`config.mk`:
```
export PLATFORM = sky130hd
export DESIGN_NAME = rlf_frame_ctrl
export DESIGN_NICKNAME = d
export VERILOG_FILES = /design/src/inc/rlf_pkg.sv /design/src/rlf_frame_ctrl.sv
export SDC_FILE = /design/constraint.sdc
export NUM_CORES = 2
export LEC_CHECK = 0
export BUFFER_PORTS_ARGS = -buffer_cell sky130_fd_sc_hd__buf_2
export CAP_MARGIN = 20
export CORE_MARGIN = 4
export CORE_UTILIZATION = 32
export CTS_CLUSTER_SIZE = 14
export DETAILED_ROUTE_END_ITERATION = 7
export PLACE_DENSITY = 0.45
export SYNTH_ARGS = -nofsm -noshare
export SYNTH_HDL_FRONTEND = slang
export SYNTH_SLANG_ARGS = --single-unit
```
`constraint.sdc`:
```
create_clock -name sys_clk_i -period 5.35 [get_ports sys_clk_i]
set_input_delay 0.535 -clock sys_clk_i [delete_from_list [all_inputs] [get_ports sys_clk_i]]
set_output_delay 0.535 -clock sys_clk_i [all_outputs]
set_load 0.05 [all_outputs]
```
`src/inc/rlf_pkg.sv`:
```
// constants, register map and types of the radio link frame control block
package rlf_pkg;
  // ****************************************
  // register offsets
  // ****************************************
  localparam logic [7:0] A_CTRL = 8'h00;
  localparam logic [7:0] A_TMO = 8'h04;
  localparam logic [7:0] A_ARP = 8'h08;
  localparam logic [7:0] A_GAP = 8'h0c;
  localparam logic [7:0] A_ACKW = 8'h10;
  localparam logic [7:0] A_BLK = 8'h14;
  localparam logic [7:0] A_RATE = 8'h18;
  localparam logic [7:0] A_STAT = 8'h1c;
  // ****************************************
  // control field positions
  // ****************************************
  localparam int F_ACK = 0;
  localparam int F_TMO = 1;
  localparam int F_RPT = 2;
  localparam int F_STRM = 3;
  localparam int F_FEC = 4;
  localparam int F_RTY = 8;
  localparam int F_QLEN = 12;
  localparam int F_QSZ = 17;
  localparam int F_RELAY = 24;
  // ****************************************
  // reset values
  // ****************************************
  localparam logic [3:0] RST_RETRIES = 4'h3;
  localparam logic [4:0] RST_QLEN = 5'h05;
  localparam logic [5:0] RST_QSIZE_KB = 6'h05;
  localparam logic [13:0] RST_TMO = 14'h01f4;
  localparam logic [11:0] RST_ARP_MIN = 12'h5a0;
  localparam logic [15:0] RST_GAP = 16'h0fa0;
  localparam logic [15:0] RST_BYTE_T = 16'h0100;
  localparam logic [15:0] RST_ACKW = 16'h1000;
  localparam logic [15:0] RST_BLK = 16'h0800;
  localparam logic [15:0] RST_RATE = 16'h0040;
  localparam logic [15:0] RST_DUP_HOLD = 16'hffff;
  localparam logic [16:0] KB_BYTES = 17'h00400;
  // ****************************************
  // timing
  // ****************************************
  localparam int CLK_PERIOD_NS = 40;
  localparam int TMO_STEP_MS = 10;
  localparam int TMO_STEP_CYC = TMO_STEP_MS * 1000000 / CLK_PERIOD_NS;
  localparam longint MINUTE_S = 60;
  localparam longint MINUTE_CYC = MINUTE_S * 64'd1000000000 / CLK_PERIOD_NS;
  // ****************************************
  // transmit engine states
  // ****************************************
  typedef enum logic [3:0] {
    ST_IDLE = 4'b0001,
    ST_SEND = 4'b0010,
    ST_ACKW = 4'b0100,
    ST_HOLD = 4'b1000
  } rlf_tx_e;
endpackage

```
`src/rlf_frame_ctrl.sv`:
```
// transmit queue, acknowledge engine and bridge forwarding of the radio link
module rlf_frame_ctrl #(
  parameter int DEPTH = 31,
  parameter int DUP_N = 4,
  parameter int TICK_CYCLES = rlf_pkg::TMO_STEP_CYC,
  parameter int MIN_CYCLES = int'(rlf_pkg::MINUTE_CYC)
) (
  // clock and reset
  input wire logic sys_clk_i,
  input wire logic srst_i,
  // apb slave
  input wire logic psel_i,
  input wire logic penable_i,
  input wire logic pwrite_i,
  input wire logic [7:0] paddr_i,
  input wire logic [31:0] pwdata_i,
  output logic [31:0] prdata_o,
  output logic pready_o,
  output logic pslverr_o,
  // user ingress
  input wire logic eth_valid_i,
  input wire logic [15:0] eth_len_i,
  input wire logic [1:0] ser_byte_valid_i,
  input wire logic [15:0] ser_data_i,
  // radio transmit
  output logic tx_start_o,
  output logic [15:0] tx_len_o,
  output logic [1:0] tx_src_o,
  input wire logic tx_done_i,
  input wire logic ack_rx_i,
  output logic arp_tx_o,
  // radio receive
  input wire logic rx_valid_i,
  input wire logic rx_crc_ok_i,
  input wire logic rx_local_i,
  input wire logic [15:0] rx_sig_i,
  input wire logic [15:0] rx_len_i,
  input wire logic rx_byte_valid_i,
  input wire logic [7:0] rx_byte_i,
  output logic rx_eth_o,
  output logic rx_ser_o,
  output logic [1:0] ser_out_valid_o,
  output logic [7:0] ser_out_data_o,
  // stream and events
  output logic stream_byte_o,
  output logic stream_first_o,
  output logic [7:0] stream_data_o,
  output logic stream_abort_o,
  output logic refused_o,
  output logic drop_o
);
  // ****************************************
  // registers
  // ****************************************
  logic ack_en, tmo_en, rpt_en, strm_en;
  logic [1:0] fec_sel;
  logic [3:0] retries;
  logic [4:0] qlen;
  logic [5:0] qsize_kb;
  logic [3:0] network_relay_count;
  logic [13:0] tmo;
  logic [11:0] arp_min;
  logic [15:0] idle_gap, byte_time, ackw, blk, mod_rate;
  logic [15:0] user_rate;
  logic [7:0] reject_cnt;
  logic apb_wr;
  logic [31:0] next_rdata;
  logic addr_ok;

  assign apb_wr = psel_i && penable_i && pready_o && pwrite_i;
  assign addr_ok = paddr_i[7:5] == 3'h0 && paddr_i[1:0] == 2'h0;

  always_ff @(posedge sys_clk_i) begin
    if (srst_i) begin
      ack_en <= 1'b1;
      tmo_en <= 1'b0;
      rpt_en <= 1'b0;
      strm_en <= 1'b0;
      fec_sel <= 2'h0;
      retries <= rlf_pkg::RST_RETRIES;
      qlen <= rlf_pkg::RST_QLEN;
      qsize_kb <= rlf_pkg::RST_QSIZE_KB;
      network_relay_count <= 4'h0;
      tmo <= rlf_pkg::RST_TMO;
      arp_min <= rlf_pkg::RST_ARP_MIN;
      idle_gap <= rlf_pkg::RST_GAP;
      byte_time <= rlf_pkg::RST_BYTE_T;
      ackw <= rlf_pkg::RST_ACKW;
      blk <= rlf_pkg::RST_BLK;
      mod_rate <= rlf_pkg::RST_RATE;
    end else if (apb_wr) begin
      unique case (paddr_i)
        rlf_pkg::A_CTRL: begin
          ack_en <= pwdata_i[rlf_pkg::F_ACK];
          tmo_en <= pwdata_i[rlf_pkg::F_TMO];
          rpt_en <= pwdata_i[rlf_pkg::F_RPT];
          strm_en <= pwdata_i[rlf_pkg::F_STRM];
          fec_sel <= pwdata_i[rlf_pkg::F_FEC +: 2];
          retries <= pwdata_i[rlf_pkg::F_RTY +: 4];
          qlen <= pwdata_i[rlf_pkg::F_QLEN +: 5];
          qsize_kb <= pwdata_i[rlf_pkg::F_QSZ +: 6];
          network_relay_count <= pwdata_i[rlf_pkg::F_RELAY +: 4];
        end
        rlf_pkg::A_TMO: tmo <= pwdata_i[13:0];
        rlf_pkg::A_ARP: arp_min <= pwdata_i[11:0];
        rlf_pkg::A_GAP: begin
          idle_gap <= pwdata_i[15:0];
          byte_time <= pwdata_i[31:16];
        end
        rlf_pkg::A_ACKW: ackw <= pwdata_i[15:0];
        rlf_pkg::A_BLK: blk <= pwdata_i[15:0];
        rlf_pkg::A_RATE: mod_rate <= pwdata_i[15:0];
        default: ;
      endcase
    end
  end

  // ratio in eighths: off, 7/8, 3/4, 1/2
  always_ff @(posedge sys_clk_i) begin
    if (srst_i) begin
      user_rate <= 16'h0000;
    end else begin
      unique case (fec_sel)
        2'h0: user_rate <= mod_rate;
        2'h1: user_rate <= 16'((20'(mod_rate) * 20'h7) >> 3);
        2'h2: user_rate <= 16'((20'(mod_rate) * 20'h6) >> 3);
        default: user_rate <= 16'(mod_rate >> 1);
      endcase
    end
  end

  // ****************************************
  // queue of frame records
  // ****************************************
  logic [15:0] q_len [DEPTH];
  logic [13:0] q_age [DEPTH];
  logic [1:0] q_src [DEPTH];
  logic [4:0] q_cnt;
  logic [16:0] q_bytes;
  logic q_full, push, pop, tick;
  logic [15:0] push_len;
  logic [1:0] push_src;
  logic [4:0] wr_idx;

  // full on the qlen record limit, the DEPTH limit or the byte limit, whichever is reached first
  assign q_full = q_cnt >= qlen || 5'(q_cnt) >= 5'(DEPTH)
    || q_bytes >= 17'(qsize_kb) * rlf_pkg::KB_BYTES;
  assign wr_idx = pop ? q_cnt - 5'h1 : q_cnt;

  for (genvar i = 0; i < DEPTH; i++) begin : g_q
    logic [13:0] aged;
    if (i < DEPTH - 1) begin : g_up
      assign aged = pop ? q_age[i + 1] : q_age[i];
    end else begin : g_top
      assign aged = q_age[i];
    end
    always_ff @(posedge sys_clk_i) begin
      if (srst_i) begin
        q_len[i] <= 16'h0000;
        q_age[i] <= 14'h0000;
        q_src[i] <= 2'h0;
      end else if (push && wr_idx == 5'(i)) begin
        q_len[i] <= push_len;
        q_age[i] <= 14'h0000;
        q_src[i] <= push_src;
      end else begin
        if (pop && i < DEPTH - 1) begin
          q_len[i] <= q_len[(i + 1) % DEPTH];
          q_src[i] <= q_src[(i + 1) % DEPTH];
        end
        q_age[i] <= (tick && aged != 14'h3fff) ? aged + 14'h1 : aged;
      end
    end
  end

  always_ff @(posedge sys_clk_i) begin
    if (srst_i) begin
      q_cnt <= 5'h00;
      q_bytes <= 17'h00000;
    end else begin
      q_cnt <= q_cnt + 5'(push) - 5'(pop);
      q_bytes <= q_bytes + (push ? 17'(push_len) : 17'h0) - (pop ? 17'(q_len[0]) : 17'h0);
    end
  end

  // ****************************************
  // ingress: relay, ethernet, serial idle framing
  // ****************************************
  logic relay_req, eth_take;
  logic [1:0] ser_open, ser_close, ser_take;
  logic [15:0] ser_gap [2];
  logic [15:0] ser_cnt [2];

  for (genvar p = 0; p < 2; p++) begin : g_ser
    assign ser_close[p] = !strm_en && ser_open[p] && ser_gap[p] > idle_gap;
    always_ff @(posedge sys_clk_i) begin
      if (srst_i) begin
        ser_open[p] <= 1'b0;
        ser_gap[p] <= 16'h0000;
        ser_cnt[p] <= 16'h0000;
      end else if (ser_take[p]) begin
        ser_open[p] <= 1'b0;
        ser_cnt[p] <= 16'h0000;
      end else if (ser_byte_valid_i[p] && !strm_en) begin
        ser_open[p] <= 1'b1;
        ser_gap[p] <= 16'h0000;
        ser_cnt[p] <= ser_cnt[p] + 16'h1;
      end else if (ser_open[p] && ser_gap[p] != 16'hffff) begin
        ser_gap[p] <= ser_gap[p] + 16'h1;
      end
    end
  end

  always_comb begin
    push = 1'b0;
    push_len = 16'h0000;
    push_src = 2'h0;
    eth_take = 1'b0;
    ser_take = 2'b00;
    // a closed serial frame is taken (or refused) only when nothing else competes
    if (relay_req) begin
      push = !q_full;
      push_len = rx_len_i;
      push_src = 2'h3;
    end else if (eth_valid_i) begin
      eth_take = 1'b1;
      push = !q_full;
      push_len = eth_len_i;
    end else if (ser_close[0]) begin
      ser_take[0] = 1'b1;
      push = !q_full;
      push_len = ser_cnt[0];
      push_src = 2'h1;
    end else if (ser_close[1]) begin
      ser_take[1] = 1'b1;
      push = !q_full;
      push_len = ser_cnt[1];
      push_src = 2'h2;
    end
  end

  // ****************************************
  // receive path, duplicate store
  // ****************************************
  logic relay_on, dup_hit, rx_ok;
  logic [DUP_N-1:0] dup_v, dup_m;
  logic [15:0] dup_sig [DUP_N];
  logic [15:0] dup_t [DUP_N];
  logic [$clog2(DUP_N)-1:0] dup_ptr;

  assign relay_on = network_relay_count != 4'h0;
  assign dup_hit = relay_on && |dup_m;
  assign rx_ok = rx_valid_i && rx_crc_ok_i && !dup_hit;
  assign relay_req = rx_ok && rpt_en;

  for (genvar d = 0; d < DUP_N; d++) begin : g_dup
    assign dup_m[d] = dup_v[d] && dup_sig[d] == rx_sig_i;
    always_ff @(posedge sys_clk_i) begin
      if (srst_i) begin
        dup_v[d] <= 1'b0;
        dup_sig[d] <= 16'h0000;
        dup_t[d] <= 16'h0000;
      end else if (rx_ok && relay_on && int'(dup_ptr) == d) begin
        dup_v[d] <= 1'b1;
        dup_sig[d] <= rx_sig_i;
        dup_t[d] <= rlf_pkg::RST_DUP_HOLD;
      end else if (dup_t[d] != 16'h0000) begin
        dup_t[d] <= dup_t[d] - 16'h1;
      end else begin
        dup_v[d] <= 1'b0;
      end
    end
  end

  always_ff @(posedge sys_clk_i) begin
    if (srst_i) begin
      dup_ptr <= '0;
      rx_eth_o <= 1'b0;
      rx_ser_o <= 1'b0;
      ser_out_valid_o <= 2'b00;
      ser_out_data_o <= 8'h00;
    end else begin
      if (rx_ok && relay_on) begin
        dup_ptr <= dup_ptr + ($clog2(DUP_N))'(1);
      end
      rx_eth_o <= rx_ok && rx_local_i;
      rx_ser_o <= rx_ok;
      ser_out_valid_o <= {2{strm_en && rx_byte_valid_i}};
      ser_out_data_o <= rx_byte_i;
    end
  end

  // ****************************************
  // stream mode
  // ****************************************
  logic [15:0] byte_tmr;
  logic strm_byte;
  assign strm_byte = strm_en && |ser_byte_valid_i;

  always_ff @(posedge sys_clk_i) begin
    if (srst_i) begin
      byte_tmr <= 16'h0000;
      stream_byte_o <= 1'b0;
      stream_first_o <= 1'b0;
      stream_data_o <= 8'h00;
      stream_abort_o <= 1'b0;
    end else begin
      stream_byte_o <= strm_byte;
      stream_abort_o <= strm_en && eth_valid_i && byte_tmr != 16'h0000;
      if (strm_byte) begin
        stream_first_o <= byte_tmr == 16'h0000;
        stream_data_o <= ser_byte_valid_i[0] ? ser_data_i[7:0] : ser_data_i[15:8];
        byte_tmr <= byte_time;
      end else if (strm_en && eth_valid_i) begin
        byte_tmr <= 16'h0000;
      end else if (byte_tmr != 16'h0000) begin
        byte_tmr <= byte_tmr - 16'h1;
      end
    end
  end

  // ****************************************
  // transmit engine
  // ****************************************
  rlf_pkg::rlf_tx_e state;
  logic [3:0] tries_left;
  logic [15:0] ack_tmr;
  logic [19:0] blk_tmr;
  logic tmo_drop, tx_fin;

  // frames wait in order, so the head is always the oldest
  assign tmo_drop = tmo_en && state == rlf_pkg::ST_IDLE && q_cnt != 5'h00
    && q_age[0] >= tmo;
  assign pop = tmo_drop || tx_fin;
  assign tx_fin = (state == rlf_pkg::ST_SEND && tx_done_i && !ack_en)
    || (state == rlf_pkg::ST_ACKW && (ack_rx_i
    || (ack_tmr == 16'h0000 && tries_left == 4'h0)));

  always_ff @(posedge sys_clk_i) begin
    if (srst_i) begin
      state <= rlf_pkg::ST_IDLE;
      tries_left <= 4'h0;
      ack_tmr <= 16'h0000;
      tx_start_o <= 1'b0;
      tx_len_o <= 16'h0000;
      tx_src_o <= 2'h0;
    end else begin
      tx_start_o <= 1'b0;
      unique case (state)
        rlf_pkg::ST_IDLE: begin
          // no carrier sensing: the head goes as soon as blocking allows
          if (q_cnt != 5'h00 && !tmo_drop && blk_tmr == 20'h00000) begin
            tx_start_o <= 1'b1;
            tx_len_o <= q_len[0];
            tx_src_o <= q_src[0];
            tries_left <= ack_en ? retries : 4'h0;
            state <= rlf_pkg::ST_SEND;
          end
        end
        rlf_pkg::ST_SEND: begin
          if (tx_done_i) begin
            ack_tmr <= ackw;
            state <= ack_en ? rlf_pkg::ST_ACKW : rlf_pkg::ST_HOLD;
          end
        end
        rlf_pkg::ST_ACKW: begin
          if (ack_rx_i || (ack_tmr == 16'h0000 && tries_left == 4'h0)) begin
            state <= rlf_pkg::ST_HOLD;
          end else if (ack_tmr == 16'h0000) begin
            tries_left <= tries_left - 4'h1;
            tx_start_o <= 1'b1;
            state <= rlf_pkg::ST_SEND;
          end else begin
            ack_tmr <= ack_tmr - 16'h1;
          end
        end
        rlf_pkg::ST_HOLD: state <= rlf_pkg::ST_IDLE;
      endcase
    end
  end

  // quiet period after each own transmission or accepted good reception, none without relays
  always_ff @(posedge sys_clk_i) begin
    if (srst_i) begin
      blk_tmr <= 20'h00000;
    end else if (relay_on && ((state == rlf_pkg::ST_SEND && tx_done_i) || rx_ok)) begin
      blk_tmr <= 20'(network_relay_count) * 20'(blk);
    end else if (!relay_on) begin
      blk_tmr <= 20'h00000;
    end else if (blk_tmr != 20'h00000) begin
      blk_tmr <= blk_tmr - 20'h1;
    end
  end

  // ****************************************
  // timebases, address reply, events
  // ****************************************
  logic [31:0] tick_cnt, min_cnt;
  logic [11:0] mins;
  logic arp_pend;
  assign tick = tick_cnt == 32'(TICK_CYCLES - 1);

  always_ff @(posedge sys_clk_i) begin
    if (srst_i) begin
      tick_cnt <= 32'h0;
      min_cnt <= 32'h0;
      mins <= 12'h000;
      arp_pend <= 1'b1;
      arp_tx_o <= 1'b0;
    end else begin
      tick_cnt <= tick ? 32'h0 : tick_cnt + 32'h1;
      arp_pend <= 1'b0;
      arp_tx_o <= arp_pend;
      if (min_cnt == 32'(MIN_CYCLES - 1)) begin
        min_cnt <= 32'h0;
        if (mins + 12'h1 >= arp_min) begin
          mins <= 12'h000;
          arp_tx_o <= 1'b1;
        end else begin
          mins <= mins + 12'h1;
        end
      end else begin
        min_cnt <= min_cnt + 32'h1;
      end
    end
  end

  always_ff @(posedge sys_clk_i) begin
    if (srst_i) begin
      refused_o <= 1'b0;
      drop_o <= 1'b0;
      reject_cnt <= 8'h00;
    end else begin
      refused_o <= (relay_req || eth_take || |ser_take) && q_full;
      drop_o <= tmo_drop;
      if (tmo_drop && reject_cnt != 8'hff) begin
        reject_cnt <= reject_cnt + 8'h1;
      end
    end
  end

  // ****************************************
  // apb answer: one wait-free access phase
  // ****************************************
  always_comb begin
    unique case (paddr_i)
      rlf_pkg::A_CTRL: next_rdata = {4'h0, network_relay_count, 1'b0, qsize_kb, qlen,
        retries, 2'h0, fec_sel, strm_en, rpt_en, tmo_en, ack_en};
      rlf_pkg::A_TMO: next_rdata = {18'h0, tmo};
      rlf_pkg::A_ARP: next_rdata = {20'h0, arp_min};
      rlf_pkg::A_GAP: next_rdata = {byte_time, idle_gap};
      rlf_pkg::A_ACKW: next_rdata = {16'h0, ackw};
      rlf_pkg::A_BLK: next_rdata = {16'h0, blk};
      rlf_pkg::A_RATE: next_rdata = {user_rate, mod_rate};
      rlf_pkg::A_STAT: next_rdata = {reject_cnt, q_bytes[15:0], 3'h0, q_cnt};
      default: next_rdata = 32'h0;
    endcase
  end

  always_ff @(posedge sys_clk_i) begin
    if (srst_i) begin
      pready_o <= 1'b0;
      pslverr_o <= 1'b0;
      prdata_o <= 32'h0;
    end else begin
      pready_o <= psel_i && !penable_i;
      pslverr_o <= psel_i && !penable_i && !addr_ok;
      if (psel_i && !penable_i) begin
        prdata_o <= next_rdata;
      end
    end
  end
endmodule

```
==> results by group <==
Critical path
  • CP max FO: 5
  • R2R Path End: q_bytes[13]
  • CP arrival: between 5 and 6 ns
  • Reg2Reg Setup Slack: between 0.15 and 0.2 ns
  • CP Launch Type: register
  • Worst path most repeated cell: buf_6
  • Setup crit end kind: register
  • Worst EP required: 6.15 ns
  • CP max stage delay: between 0.4 and 0.5 ns
  • Slowest CP cell: a2111o_1
  • Reg2reg path depth: 25
  • R2R Path Start: ser_gap[0][11]
  • Setup Crit Path Kind: register to register
  • CP delay by family, top: compound AO/OA/AOI/OAI gates
  • Buf/Inv on CP: 5

Floorplan
  • Width of the die: roughly 540 um
  • Die area: between 0.2 and 0.3 sq mm
  • Starting Density: approximately 32%
  • I/O Pins: 205
  • Site Rows: 196
  • Core Box Area: about 0.29 sq mm
  • Die span in y: around 540 um

Routing
  • Drt via density: 5.26
  • Drt initial violations: 5,606
  • Wire per inst: 21.6 um
  • DRC viols: 0
  • Vias: about 74,000
  • Final wirelength: about 300 mm
  • Antenna Nets Post-Route: 0
  • First-pass DRT Iterations: 6

STA
  • Clock Skew: 0.0885 ns
  • Worst slew pin tran: roughly 1.3 ns
  • Setup ws final: around 0.18 ns
  • Max Freq: 193 MHz
  • Setup violators final: 0
  • Fin crit share: between 90 and 100%
  • Final min period: 5.17 ns
  • Max-slew headroom at the worst pin: between 10 and 15%
  • Final hold violation count: 0
  • Slew Viols, Final: 0

Yosys
  • Library cells used by synthesis: between 100 and 150
  • Asr flop ratio synth: 0%
  • Synthesis-stage register bit count: 1,584
  • Syn Inst Count: 9,385
  • EDFF count, synth: 1,184
  • Sequential fraction of the synthesis area: between 40% and 50%
  • Total number of yosys warnings: 0
  • Mapped Avg Cell Area: 9.81 sq um
  • Ys flop type: edfxtp_1
  • Cell Area, Synth: just over 0.09 sq mm

Run status
  • Outcome: complete, no violations

Clocking
  • Max Root-Sink Buffers: 4
  • Clock latency on the worst-skew pair: ~0.91 ns
  • Clock Sinks: ~1,600
  • Number of buffers created by CTS: 200
  • CTS tree: yes
  • Max H-tree Level: 4
  • CTS root buffer: clkbuf_16
  • Clock Pin Slew Worst Setup and Hold Paths: 0.06 ns

Cells and area
  • Multi-input logic area: around 0.047 sq mm
  • Fraction of layout cells with a size suffix above 1: a little under an eighth
  • Area delta synth->final: 18.0%
  • Register area: around 0.044 sq mm
  • # nets final: around 11,000
  • Final core occ: a little under two fifths
  • Fillers: 28,462

Global route
  • Overflow after GRT: 0
  • GRT met2 Usage: around a third
  • Largest net degree at the start of global routing: between 100 and 150
  • Global Route Usage Sum: roughly 20%
  • Initial antenna violation count: 13
  • First-pass GRT wire length: 462 mm
  • M3 GR Usage: 2.74%
  • Vias in the first global route: roughly 73,000
  • Gr busiest metal: met2
  • GR Util met1: ~27%

Place
  • Placer Congestion: around 0.87
  • Setup slack at placement: -0.476 ns
  • Detailed Place HPWL: between 200 and 250 mm
  • IO buf count: 204

Power
  • Reg power frac: a little over two fifths
  • Leak: 41.1 nW
  • Clock power frac: between 30% and 40%
  • Sw frac: approximately 30%
  • Pint: about 25 mW
  • Combinational group share of total power: between 10% and 20%
  • Peak VDD IR: ~0.26 mV
  • PwrDens: about 330 mW/mm^2
  • Switching power: approximately 11 mW

Min path
  • Hold Path Origin: ack_rx_i
  • Min-delay worst type: primary input to register
  • Hold Path Stages: 4
  • Worst Hold Endpoint: state[2]

Flow run
  • Max Cap Viol: 0
per-stage QoR:
step	total power, mW	instances	TNS, ns	hold slack [ns]	instance area, sq um
finish	36.0	14076	0	0.0535	109000
detailed placement	22.2	13630	-2.09	0.437	101000
CTS	36.3	14050	0	0.00184	108000
floorplan	19.7	9804	0	0.418	93700
global route	37.7	14070	-0.0347	0.0179	109000
global placement	22.2	13629	-2.04	0.429	101000
cells in the mapped netlist (148+ instances only):
library cell	instances	share of area (%)
clkbuf_1	361	1.5
dfxtp_1	400	8.7
ha_1	209	2.8
xor2_1	300	2.9
nand4_1	148	1.0
xnor2_1	445	4.2
a211oi_1	163	1.3
a21oi_1	344	1.9
o21ai_0	293	1.6
buf_2	163	0.89
inv_1	239	0.97
mux2i_1	298	3.2
nor2_1	1039	4.2
edfxtp_1	1184	39
o2bb2ai_1	451	4.3
nand2_1	1162	4.7
nor3_1	259	1.4
and3_1	216	1.5
nand3_1	390	2.1
cell usage in the layout (no fill, tap or decap), types with 101 or more instances in the layout:
master,synthesis,layout
nor2_1,1039,1032
ha_1,209,197
nand4_1,148,148
nand3_1,390,386
dfxtp_1,400,398
o21ai_0,293,271
inv_1,239,235
a22oi_1,101,101
buf_4,15,405
nor3_1,259,252
and3_1,216,215
conb_1,1,420
xnor2_1,445,443
a21oi_1,344,333
a211oi_1,163,162
xor2_1,300,300
o2bb2ai_1,451,451
edfxtp_1,1184,1184
nand2_1,1162,1162
buf_2,163,203
clkbuf_16,0,202
mux2i_1,298,298
sequential cells by signal (all words and copies together) (netlist names), 17 cells and up:
register / count
q_len: 496
q_age: 434
dup_sig: 64
dup_t: 64
q_src: 62
min_cnt: 32
prdata_o: 32
ser_cnt: 32
ser_gap: 32
tick_cnt: 32
blk_tmr: 20
q_bytes: 17
routing by layer:
metal  wire length (um)  part of all wire [%]  vias to the layer above
met5                 23                0.0075                        -
met4               7530                   2.5                        4
met3              14900                   4.9                      398
met2             143000                    47                     1687
met1             139000                    46                    36498
li1                   -                     -                    35471
worst max-delay path by stage:
stage | start | endpoint | slack, ns | cells after the start
4_1_cts | dup_sig[0][13] | q_bytes[16] | 0.005 | 24
5_1_grt | ser_gap[1][5] | q_bytes[13] | -0.02 | 25
3_5_place_dp | rx_sig_i[13] | q_bytes[16] | -0.48 | 25
6_report | ser_gap[0][11] | q_bytes[13] | 0.18 | 25
2_1_floorplan | q_age[0][2] | q_bytes[16] | 0.002 | 30
3_3_place_gp | rx_sig_i[13] | q_bytes[15] | -0.50 | 25
timing repair:
item,CTS,global route
cloned,0,0
gates resized for setup,8,76
hold buffers,60,0
pin swaps,0,38
hold endpoints to repair,117,0
endpoints found under the setup margin,4,7
buffers inserted,0,13
worst min-delay path, delay by kind of cell:
kind	cells	cell delay [ns]
AOI/OAI and AO/OA	1	0.07
buffers and inverters	1	0.13
and+or+nand+nor	2	0.17
cells by family (layout without fill, tap and decap cells):
kind of cell / count (synthesis) / count (layout) / share of synthesized area [%]
buffers and inverters: 822 / 1324 / 3.70
multiplexers: 358 / 358 / 4.14
AO/OA/AOI/OAI: 1868 / 1868 / 14.6
AND/OR/NAND/NOR: 3736 / 3736 / 18.9
other: 1 / 428 / 0.00407
flip-flops: 1584 / 1584 / 47.3
adder cells (fa/ha/maj): 271 / 271 / 4.19
XOR/XNOR: 745 / 745 / 7.09
power by group through the flow:
| stage | clock [mW] | sequential (mW) | combinational [mW] |
|---|---|---|---|
| after detailed placement | 0 | 15.6 | 6.67 |
| after CTS | 14.2 | 15.3 | 6.75 |
| after floorplan | 0 | 15.3 | 4.39 |
| after global placement | 0 | 15.6 | 6.63 |
| final | 13.8 | 15.3 | 6.90 |
| after global routing | 14.6 | 15.4 | 7.66 |
layout make-up:
class                      count  share of cell area (%)
antenna                        8                  0.0184
clock buffer                 263                    5.02
inverter                     241                   0.841
clock inverter                97                   0.997
timing repair buffer         723                    5.20
multi-input combinational   7398                    43.5
sequential                  1584                    40.1
tap                         3762                    4.33
(Power assumes the default switching activity.)
